==> src/design/wx_defines.vh <==
// Constants for the waveform extension block: register map, field positions,
// reset values and fault encodings.
// Assumes inclusion by bare name from the design files.
`ifndef WX_DEFINES_VH
`define WX_DEFINES_VH

// ----------------------------------------------------------------------------
// Register map (word addresses, one aligned word each)
// ----------------------------------------------------------------------------
`define WX_ADDR_W 4
`define WX_REG_CTRL 4'h0
`define WX_REG_FDMASK 4'h1
`define WX_REG_FDCTRL 4'h2
`define WX_REG_STATUS 4'h3
`define WX_REG_OVEN 4'h4
`define WX_REG_DTBOTH 4'h5
`define WX_REG_LOW_SIDE_DELAY_VALUE 4'h6
`define WX_REG_HIGH_SIDE_DELAY_VALUE 4'h7
`define WX_REG_DTLSBUF 4'h8
`define WX_REG_DTHSBUF 4'h9
`define WX_REG_PORT 4'ha

// ----------------------------------------------------------------------------
// Field positions and reset values
// ----------------------------------------------------------------------------
`define WX_CTRL_PGM 5
`define WX_CTRL_CWCM 4
`define WX_CTRL_W 6
`define WX_CTRL_RST 6'h00
`define WX_FD_HALT 5
`define WX_FD_DBD 4
`define WX_FD_MODE 2
`define WX_FDCTRL_W 6
`define WX_FDCTRL_RST 6'h00
`define WX_BYTE_RST 8'h00
`define WX_CNT_ZERO 8'h00
`define WX_CNT_ONE 8'h01
`define WX_NCH 4
`define WX_NPIN 8
`define WX_FLAG_FDF 0
`define WX_FLAG_ACT 1
`define WX_RDATA_ZERO 32'h00000000

`endif

==> src/design/wx_sync2.v <==
// Two flip-flop level synchroniser for inputs from outside the clock domain.
// Assumes the reset input is already synchronised to the clock.
`timescale 1ns/1ps
`default_nettype none

module wx_sync2 #(
    parameter W = 1
) (
    input wire clk_i,
    input wire rst_b_i,
    input wire [W-1:0] d_i,
    output reg [W-1:0] q_o
);

reg [W-1:0] stage1;

always @(posedge clk_i or negedge rst_b_i) begin
    if (!rst_b_i) begin
        stage1 <= {W{1'b0}};
        q_o <= {W{1'b0}};
    end else begin
        stage1 <= d_i;
        q_o <= stage1;
    end
end

endmodule // wx_sync2
`default_nettype wire

==> src/design/wx_dead_band_inserter.v <==
// One dead-time generator: splits a waveform into low and high side outputs.
// Assumes waveform input on the same clock and delay values held stable.
`timescale 1ns/1ps
`default_nettype none
`include "wx_defines.vh"

module wx_dead_band_inserter (
    input wire clk_i,
    input wire rst_b_i,
    input wire wave_i,
    input wire [7:0] low_side_delay_value_i,
    input wire [7:0] high_side_delay_value_i,
    output reg low_side_out_o,
    output reg high_side_out_o,
    output wire busy_o
);

reg [7:0] count;
reg wave_d;
reg [7:0] next_count;

assign busy_o = (count != `WX_CNT_ZERO);

always @* begin
    next_count = count;
    if (wave_i && !wave_d) begin
        next_count = low_side_delay_value_i;
    end else if (!wave_i && wave_d) begin
        next_count = high_side_delay_value_i;
    end else if (count != `WX_CNT_ZERO) begin
        next_count = count - `WX_CNT_ONE;
    end
end

always @(posedge clk_i or negedge rst_b_i) begin
    if (!rst_b_i) begin
        count <= `WX_CNT_ZERO;
        wave_d <= 1'b0;
        low_side_out_o <= 1'b0;
        high_side_out_o <= 1'b0;
    end else begin
        count <= next_count;
        wave_d <= wave_i;
        if (next_count != `WX_CNT_ZERO) begin
            low_side_out_o <= 1'b0;
            high_side_out_o <= 1'b0;
        end else begin
            low_side_out_o <= wave_i;
            high_side_out_o <= ~wave_i;
        end
    end
end

endmodule // wx_dead_band_inserter
`default_nettype wire

==> src/design/wx_waveform_extension.v <==
// Waveform extension top: register file on Avalon-MM, four dead-band
// inserters, pattern generator, port override and fault protection.
// Assumes timer waveforms, update strobe and port enables come from logic on
// sys_clk_i; fault events and debug break arrive asynchronously.
//
// The implementer's own choices: the Avalon-MM slave port and the placing of the registers.
`timescale 1ns/1ps
`default_nettype none
`include "wx_defines.vh"

// What this block does
// - Outside pattern mode, each enabled dead-band channel splits its waveform into low side and inverted high side.
// - Dead-band output replaces the normal port value on pins whose channel dead-band enable is set.
// - A set channel dead-band enable hands that pin pair to the extension.
// - Owned pins are driven per override enable, not compare output enable.
// - Both sides stay low during dead time; with a zero delay value both switch in the same cycle.
// - Four identical dead-time generators, one per compare channel.
// - One shared setting holds separate high and low dead-time values.
// - Dead-time settings are double buffered, taking effect on transfer.
// - Each 8-bit counter decrements each clock and stops at zero.
// - Nonzero counter forces both outputs off.
// - Rising edge reloads low-side value, falling edge high-side value.
// - Optional timer halt while dead time is inserted.
// - Pattern mode reuses dead-time storage and drives pattern across pins.
// - Pattern mode bypasses the dead-band stage.
// - Pattern mode drives first-channel waveform on pins with override set.
// - Pattern registers are double buffered.
// - Buffered values copy to active only at the timer update condition.
// - Any masked event triggers a fault disabling the owned outputs, or every pin in pattern mode.
// - Fault action within three clock cycles of the event.
// - Latched mode resumes after fault gone, flag cleared, next update.
// - Cycle-by-cycle mode resumes after fault gone at next update.
module wx_waveform_extension (
    input wire sys_clk_i,
    input wire rst_b_i,
    input wire [3:0] avs_address_i,
    input wire avs_read_i,
    input wire avs_write_i,
    input wire [31:0] avs_writedata_i,
    input wire [3:0] avs_byteenable_i,
    output reg [31:0] avs_readdata_o,
    output reg avs_waitrequest_o,
    input wire [3:0] waveform_gen_i,
    input wire [7:0] port_normal_i,
    input wire [7:0] compare_output_enable_i,
    input wire update_i,
    input wire [7:0] fault_event_i,
    input wire debug_break_i,
    output reg [7:0] port_out_o,
    output reg [7:0] port_oe_o,
    output reg timer_halt_o,
    output reg fault_o
);

// ----------------------------------------------------------------------------
// Reset and input synchronisation
// ----------------------------------------------------------------------------
reg rst_s1;
reg rst_b;
always @(posedge sys_clk_i or negedge rst_b_i) begin
    if (!rst_b_i) begin
        rst_s1 <= 1'b0;
        rst_b <= 1'b0;
    end else begin
        rst_s1 <= 1'b1;
        rst_b <= rst_s1;
    end
end

wire [8:0] async_sync;
wx_sync2 #(.W(9)) u_sync (
    .clk_i(sys_clk_i),
    .rst_b_i(rst_b),
    .d_i({debug_break_i, fault_event_i}),
    .q_o(async_sync)
);

// ----------------------------------------------------------------------------
// Register file
// ----------------------------------------------------------------------------
reg [5:0] ctrl;
reg [7:0] fd_mask;
reg [5:0] fd_ctrl;
reg [7:0] pin_override_enable;
reg [7:0] port_output_reg;
reg [7:0] low_side_delay_value;
reg [7:0] high_side_delay_value;
reg [7:0] low_side_delay_value_buf;
reg [7:0] high_side_delay_value_buf;
reg ls_pend;
reg hs_pend;
reg fdf;
reg fault_state;

wire fault_now = (|(async_sync[7:0] & fd_mask)) | (async_sync[8] & ~fd_ctrl[`WX_FD_DBD]);
wire pgm = ctrl[`WX_CTRL_PGM];
wire [3:0] channel_deadband_enable = ctrl[3:0];
// A write lands only at the edge where the master sees waitrequest low.
wire wr_ok = avs_write_i && !avs_waitrequest_o && avs_byteenable_i[0];
wire rd_go = avs_read_i && avs_waitrequest_o;
wire [7:0] wb = avs_writedata_i[7:0];

// Waitrequest drops one cycle after a request, so each access takes two edges.
always @(posedge sys_clk_i or negedge rst_b) begin
    if (!rst_b) begin
        avs_waitrequest_o <= 1'b1;
        avs_readdata_o <= `WX_RDATA_ZERO;
    end else begin
        avs_waitrequest_o <= ~((avs_read_i || avs_write_i) && avs_waitrequest_o);
        if (rd_go) begin
            case (avs_address_i)
                `WX_REG_CTRL: avs_readdata_o <= {26'h0000000, ctrl};
                `WX_REG_FDMASK: avs_readdata_o <= {24'h000000, fd_mask};
                `WX_REG_FDCTRL: avs_readdata_o <= {26'h0000000, fd_ctrl};
                `WX_REG_STATUS: avs_readdata_o <= {30'h00000000, fault_state, fdf};
                `WX_REG_OVEN: avs_readdata_o <= {24'h000000, pin_override_enable};
                `WX_REG_LOW_SIDE_DELAY_VALUE: avs_readdata_o <= {24'h000000, low_side_delay_value};
                `WX_REG_HIGH_SIDE_DELAY_VALUE: avs_readdata_o <= {24'h000000, high_side_delay_value};
                `WX_REG_DTLSBUF: avs_readdata_o <= {24'h000000, low_side_delay_value_buf};
                `WX_REG_DTHSBUF: avs_readdata_o <= {24'h000000, high_side_delay_value_buf};
                `WX_REG_PORT: avs_readdata_o <= {24'h000000, port_output_reg};
                default: avs_readdata_o <= `WX_RDATA_ZERO;
            endcase
        end
    end
end

always @(posedge sys_clk_i or negedge rst_b) begin
    if (!rst_b) begin
        ctrl <= `WX_CTRL_RST;
        fd_mask <= `WX_BYTE_RST;
        fd_ctrl <= `WX_FDCTRL_RST;
        pin_override_enable <= `WX_BYTE_RST;
        port_output_reg <= `WX_BYTE_RST;
        low_side_delay_value <= `WX_BYTE_RST;
        high_side_delay_value <= `WX_BYTE_RST;
        low_side_delay_value_buf <= `WX_BYTE_RST;
        high_side_delay_value_buf <= `WX_BYTE_RST;
        ls_pend <= 1'b0;
        hs_pend <= 1'b0;
        fdf <= 1'b0;
    end else begin
        if (update_i && ls_pend) begin
            low_side_delay_value <= low_side_delay_value_buf;
            ls_pend <= 1'b0;
        end
        if (update_i && hs_pend) begin
            high_side_delay_value <= high_side_delay_value_buf;
            hs_pend <= 1'b0;
        end
        if (wr_ok) begin
            case (avs_address_i)
                `WX_REG_CTRL: ctrl <= wb[5:0];
                `WX_REG_FDMASK: fd_mask <= wb;
                `WX_REG_FDCTRL: fd_ctrl <= {wb[`WX_FD_HALT], wb[`WX_FD_DBD], 1'b0, wb[2:0]};
                `WX_REG_OVEN: begin
                    if (!fault_state) begin
                        pin_override_enable <= wb;
                    end
                end
                `WX_REG_DTBOTH: begin
                    low_side_delay_value_buf <= wb;
                    high_side_delay_value_buf <= wb;
                    ls_pend <= 1'b1;
                    hs_pend <= 1'b1;
                end
                `WX_REG_LOW_SIDE_DELAY_VALUE: low_side_delay_value <= wb;
                `WX_REG_HIGH_SIDE_DELAY_VALUE: high_side_delay_value <= wb;
                `WX_REG_DTLSBUF: begin
                    low_side_delay_value_buf <= wb;
                    ls_pend <= 1'b1;
                end
                `WX_REG_DTHSBUF: begin
                    high_side_delay_value_buf <= wb;
                    hs_pend <= 1'b1;
                end
                `WX_REG_PORT: port_output_reg <= wb;
                default: ;
            endcase
        end
        // A new fault wins over a software clear in the same cycle.
        if (fault_now) begin
            fdf <= 1'b1;
        end else if (wr_ok && avs_address_i == `WX_REG_STATUS && wb[`WX_FLAG_FDF]) begin
            fdf <= 1'b0;
        end
    end
end

// ----------------------------------------------------------------------------
// Fault restore
// ----------------------------------------------------------------------------
always @(posedge sys_clk_i or negedge rst_b) begin
    if (!rst_b) begin
        fault_state <= 1'b0;
    end else begin
        if (fault_now) begin
            fault_state <= 1'b1;
        end else if (fd_ctrl[`WX_FD_MODE] && update_i) begin
            fault_state <= 1'b0;
        end else if (!fd_ctrl[`WX_FD_MODE] && !fdf && update_i) begin
            fault_state <= 1'b0;
        end
    end
end

// ----------------------------------------------------------------------------
// Dead-band inserters
// ----------------------------------------------------------------------------
wire [3:0] ls_w;
wire [3:0] hs_w;
wire [3:0] busy_w;
// Common waveform mode feeds channel A to every generator.
wire [3:0] dti_in = ctrl[`WX_CTRL_CWCM] ? {4{waveform_gen_i[0]}} : waveform_gen_i;

genvar gi;
generate
    for (gi = 0; gi < `WX_NCH; gi = gi + 1) begin : g_dti
        wx_dead_band_inserter u_dti (
            .clk_i(sys_clk_i),
            .rst_b_i(rst_b),
            .wave_i(dti_in[gi]),
            .low_side_delay_value_i(low_side_delay_value),
            .high_side_delay_value_i(high_side_delay_value),
            .low_side_out_o(ls_w[gi]),
            .high_side_out_o(hs_w[gi]),
            .busy_o(busy_w[gi])
        );
    end
endgenerate

// ----------------------------------------------------------------------------
// Port override
// ----------------------------------------------------------------------------
function [7:0] wx_pair_mask;
    input [3:0] en;
    begin
        wx_pair_mask = {en[3], en[3], en[2], en[2], en[1], en[1], en[0], en[0]};
    end
endfunction

reg [7:0] next_port;
reg [7:0] next_oe;
wire [7:0] dti_pins = {hs_w[3], ls_w[3], hs_w[2], ls_w[2], hs_w[1], ls_w[1], hs_w[0], ls_w[0]};
wire [7:0] owned = wx_pair_mask(channel_deadband_enable);

integer pi;
always @* begin
    next_port = port_normal_i;
    next_oe = compare_output_enable_i;
    for (pi = 0; pi < `WX_NPIN; pi = pi + 1) begin
        if (pgm) begin
            next_port[pi] = pin_override_enable[pi] ? waveform_gen_i[0] : low_side_delay_value[pi];
            next_oe[pi] = pin_override_enable[pi] | high_side_delay_value[pi];
        end else if (owned[pi]) begin
            next_port[pi] = dti_pins[pi];
            next_oe[pi] = pin_override_enable[pi];
        end
    end
    if (fault_now || fault_state) begin
        next_oe = next_oe & ~(owned | {`WX_NPIN{pgm}});
    end
end

always @(posedge sys_clk_i or negedge rst_b) begin
    if (!rst_b) begin
        port_out_o <= `WX_BYTE_RST;
        port_oe_o <= `WX_BYTE_RST;
        timer_halt_o <= 1'b0;
        fault_o <= 1'b0;
    end else begin
        port_out_o <= next_port;
        port_oe_o <= next_oe;
        timer_halt_o <= fd_ctrl[`WX_FD_HALT] & (|(busy_w & channel_deadband_enable)) & ~pgm;
        fault_o <= fault_now | fault_state;
    end
end

endmodule // wx_waveform_extension
`default_nettype wire

==> config.mk <==
export PLATFORM = sky130hd
export DESIGN_NAME = wx_waveform_extension
export DESIGN_NICKNAME = d
export VERILOG_FILES = /design/src/design/wx_sync2.v /design/src/design/wx_dead_band_inserter.v /design/src/design/wx_waveform_extension.v
export VERILOG_INCLUDE_DIRS = /design/src /design/src/design
export SDC_FILE = /design/constraint.sdc
export NUM_CORES = 1
export LEC_CHECK = 0
export BUFFER_PORTS_ARGS = -buffer_cell sky130_fd_sc_hd__buf_4
export CORE_MARGIN = 2
export CORE_UTILIZATION = 40
export CTS_BUF_LIST = sky130_fd_sc_hd__clkbuf_2
export CTS_CLUSTER_DIAMETER = 40
export DETAILED_ROUTE_END_ITERATION = 12
export PLACE_DENSITY = 0.68
export SYNTH_ARGS = -nofsm -noshare
export SYNTH_HDL_FRONTEND = slang
export SYNTH_SLANG_ARGS = --single-unit
==> constraint.sdc <==
create_clock -name sys_clk_i -period 6.3 [get_ports sys_clk_i]
set_clock_uncertainty 0.2 [all_clocks]
set_input_delay 0.945 -clock sys_clk_i [delete_from_list [all_inputs] [get_ports sys_clk_i]]
set_output_delay 0.945 -clock sys_clk_i [all_outputs]
set_load 0.01 [all_outputs]
==> metrics.txt <==
vias in the first global route=~6000; WP data required=between 6 and 7 ns; setup violators final=0; largest net degree at the start of global routing=80; clk buf depth=2; syn avg cell area=approximately 11 um^2; synth unique cells=67; GRT Total Usage=20.18%; most common cell after layout, fill and taps aside=dfrtp_1; max-cap violations=0; CTS Root Cell=clkbuf_2; CTS tree=built; startpoint types=flip-flop; CTS sink cnt=about 160; Rows=52; leading cell types in the layout, fill and taps excluded=dfrtp_1 (160), buf_4 (75), mux2_2 (59); Post-Route WL=about 22000 um; post-route antenna net violation count=0; Congestion Overflow GR=0; RSZ-0062 raised after global routing=false; worst slew pin tran=roughly 1.1 ns; Initial Utilization=about two fifths; routing usage on met1=28.44%; Multi-input gate area=3842 um^2; failing checks=hold timing; met2 Usage GRT=a little under a third; final cell count without fillers=approximately 1100; Reg2Reg Setup Slack=around 2.9 ns; first-pass GRT wire length=roughly 34000 um; initial antenna violation count=1; routed vias=about 6200; kind of end point of the critical path=flip-flop; FF+latch count, synth=roughly 160; TritonRoute pass-1 iters=6; GR Layer Usage met3=about 4%; status=finished with violations; Fin. Hold Viols=10; Top Registers=g_dti.u_dti.count (32), u_sync.q_o (9), u_sync.stage1 (9); PnR Total Power=3.234 mW; Placer Congestion=around 0.93; clock latency on the worst-skew pair=between 0.7 and 0.8 ns; max FFs per register=32; asr flop ratio synth=between 90% and 100%; Synth Flop Type=dfrtp_1; Final Cycle Share=54.60%; min-delay worst type=flip-flop to asynchronous set/reset pin; worst-path maximum fanout=15; Synth top area share=about half; Critical Path Max Stage Delay=roughly 0.65 ns; # H-tree levels=4; Seq. cell area=about 4100 um^2; Yosys top cell by area=dfrtp_1; Reg-to-Reg Start=ctrl[4]; largest reg by FF count=g_dti.u_dti.count; Filler cells=between 1500 and 2000; DRT iter0 DRCs=570; synthesized netlist cell count=778; critical path class=flip-flop to flip-flop; DP Cell Count=approximately 1100; Placeable Area=20230 um^2; Wirelength per Cell=roughly 19 um; die height=roughly 150 um; synthesized area=8244 um^2; PortBufs=73; Die ar.=between 20000 and 25000 um^2; DP HPWL=15060 um; NumNets Final=about 930; Synth area leaders=dfrtp_1 (49%), mux2_2 (8.1%), mux2i_1 (4.6%); crit path DAT=approximately 4.0 ns; synthesis-to-layout area growth=12.78%; post-detailed-route via-to-cell ratio=5.538; EDFF count, synth=0; Leak=roughly 4.3 nW; warnings from Yosys=0; PwrDens=around 350 nW/um^2; Num CTS Buffers=17; layout cells sized above 1=21.47%; CP Cell Sequence=mux2i_2, inv_1, or3_1, o311a_1, a211o_1, or4b_4, a2111oi_4; fin crit period=around 3.4 ns; drc violations=0; relative slew slack=about a quarter; minimum hold slack=-0.01977 ns; Fmax=between 0.2 and 0.3 GHz; GR peak layer=met2; worst IR drop on VDD=0.1824 mV; Ports=125; Seq/Total Area, Yosys=approximately 50%; Clock transition at path regs=between 0.2 and 0.3 ns; crit path max-delay cell type=mux2i_2; cells on worst reg2reg path=7; final setup TNS=0 ns; count of pins over their slew limit=0; worst r2r dst=g_dti[2].u_dti.high_side_out_o; Die W=147.6 um
## layer usage
layer | vias to the layer above | share of wire, % | routed length [um]
met1 | 3086 | 45 | 9773
met4 | 0 | 1.9 | 412
met3 | 31 | 6.2 | 1344
li1 | 2904 | - | -
met2 | 226 | 46 | 9993
met5 | - | 0 | 0
## how the worst max path moves through the flow
stage	from	end	slack, ns	cells after the start
2_1_floorplan	rst_b	avs_readdata_o[0]	1.25	0
3_3_place_gp	waveform_gen_i[0]	g_dti[2].u_dti.high_side_out_o	2.41	8
3_5_place_dp	waveform_gen_i[0]	g_dti[2].u_dti.high_side_out_o	2.39	8
4_1_cts	ctrl[4]	g_dti[2].u_dti.high_side_out_o	2.85	7
5_1_grt	ctrl[4]	g_dti[2].u_dti.high_side_out_o	2.67	7
6_report	ctrl[4]	g_dti[2].u_dti.high_side_out_o	2.86	7
## cells by family (layout without fill, tap and decap cells)
group,after synthesis,in the layout,share of synthesized area (%)
AOI/OAI and AO/OA,177,177,14.65
xor gates and xnor gates,26,26,2.762
adders and majority gates,8,8,1.214
buffers and inverters,91,147,5.251
DFF,162,162,49.19
muxes,103,103,13.93
other,2,26,0.09109
and+or+nand+nor,209,209,12.92
## synth_stat cells (3+ instances only)
cell	instances
o22ai_1	8
clkbuf_1	27
buf_4	24
a22oi_1	15
a22o_1	17
buf_1	9
nor4_1	10
xnor2_1	20
dfrtp_1	161
a222oi_1	3
nand2_1	52
nor3b_1	7
a31oi_1	5
inv_1	28
and4_1	3
a211oi_1	12
o31ai_1	3
a221oi_1	6
xor2_1	6
or3_1	7
o21ai_1	15
nor2b_1	16
or4_1	6
mux2_2	59
mux2i_1	38
nand3_1	16
mux4_2	3
a21oi_1	42
nor2_1	54
a32oi_1	4
ha_1	8
a2bb2oi_1	3
or2_1	3
nand2b_1	9
and2_1	3
nor3_1	11
a21o_1	5
o21ai_0	23
## repair_timing
item / in CTS / in global routing
buffers inserted: 0 / 0
hold buffers: 1 / 9
hold endpoints to repair: 2 / 9
gates resized for setup: 0 / 0
## stage by stage
| step | utilization [%] | setup slack (ns) | area [um^2] | hold slack, ns |
|---|---|---|---|---|
| 2_1_floorplan | - | 1.254 | 8330 | 0.1312 |
| 3_3_place_gp | 44.06 | 2.410 | 8915 | -0.004331 |
| 3_5_place_dp | 44.06 | 2.386 | 8915 | -0.003158 |
| 4_1_cts | 45.49 | 2.850 | 9205 | 0.003416 |
| 5_1_grt | 45.95 | 2.665 | 9298 | 0.01029 |
| 6_report | 45.95 | 2.860 | 9298 | -0.01977 |
## report_power, final
| part | internal (mW) | total (mW) | leakage [nW] | switching, mW |
|---|---|---|---|---|
| clock | 0.237 | 0.652 | 0.158 | 0.415 |
| combinational | 0.487 | 1.03 | 2.06 | 0.545 |
| sequential | 1.25 | 1.55 | 2.06 | 0.300 |
| total | 1.98 | 3.23 | 4.28 | 1.26 |
## final cells by class
| class | count | area share [%] |
|---|---|---|
| Antenna cell | 1 | 0.02691 |
| Clock buffer | 18 | 0.9689 |
| Sequential cell | 162 | 43.65 |
| Timing Repair Buffer | 85 | 7.132 |
| Clock inverter | 14 | 2.045 |
| Inverter | 30 | 1.211 |
| Tap cell | 270 | 3.633 |
| Multi-Input combinational cell | 548 | 41.33 |
## critical path, delay by kind of cell, from the launching register on
kind	cells	cell delay (ns)
AO/OA/AOI/OAI	3	0.68
buffers and inverters	1	0.31
flip-flops	1	0.61
multiplexers	1	0.65
AND/OR/NAND/NOR	2	0.93
Power figures use the tool's default switching activity.
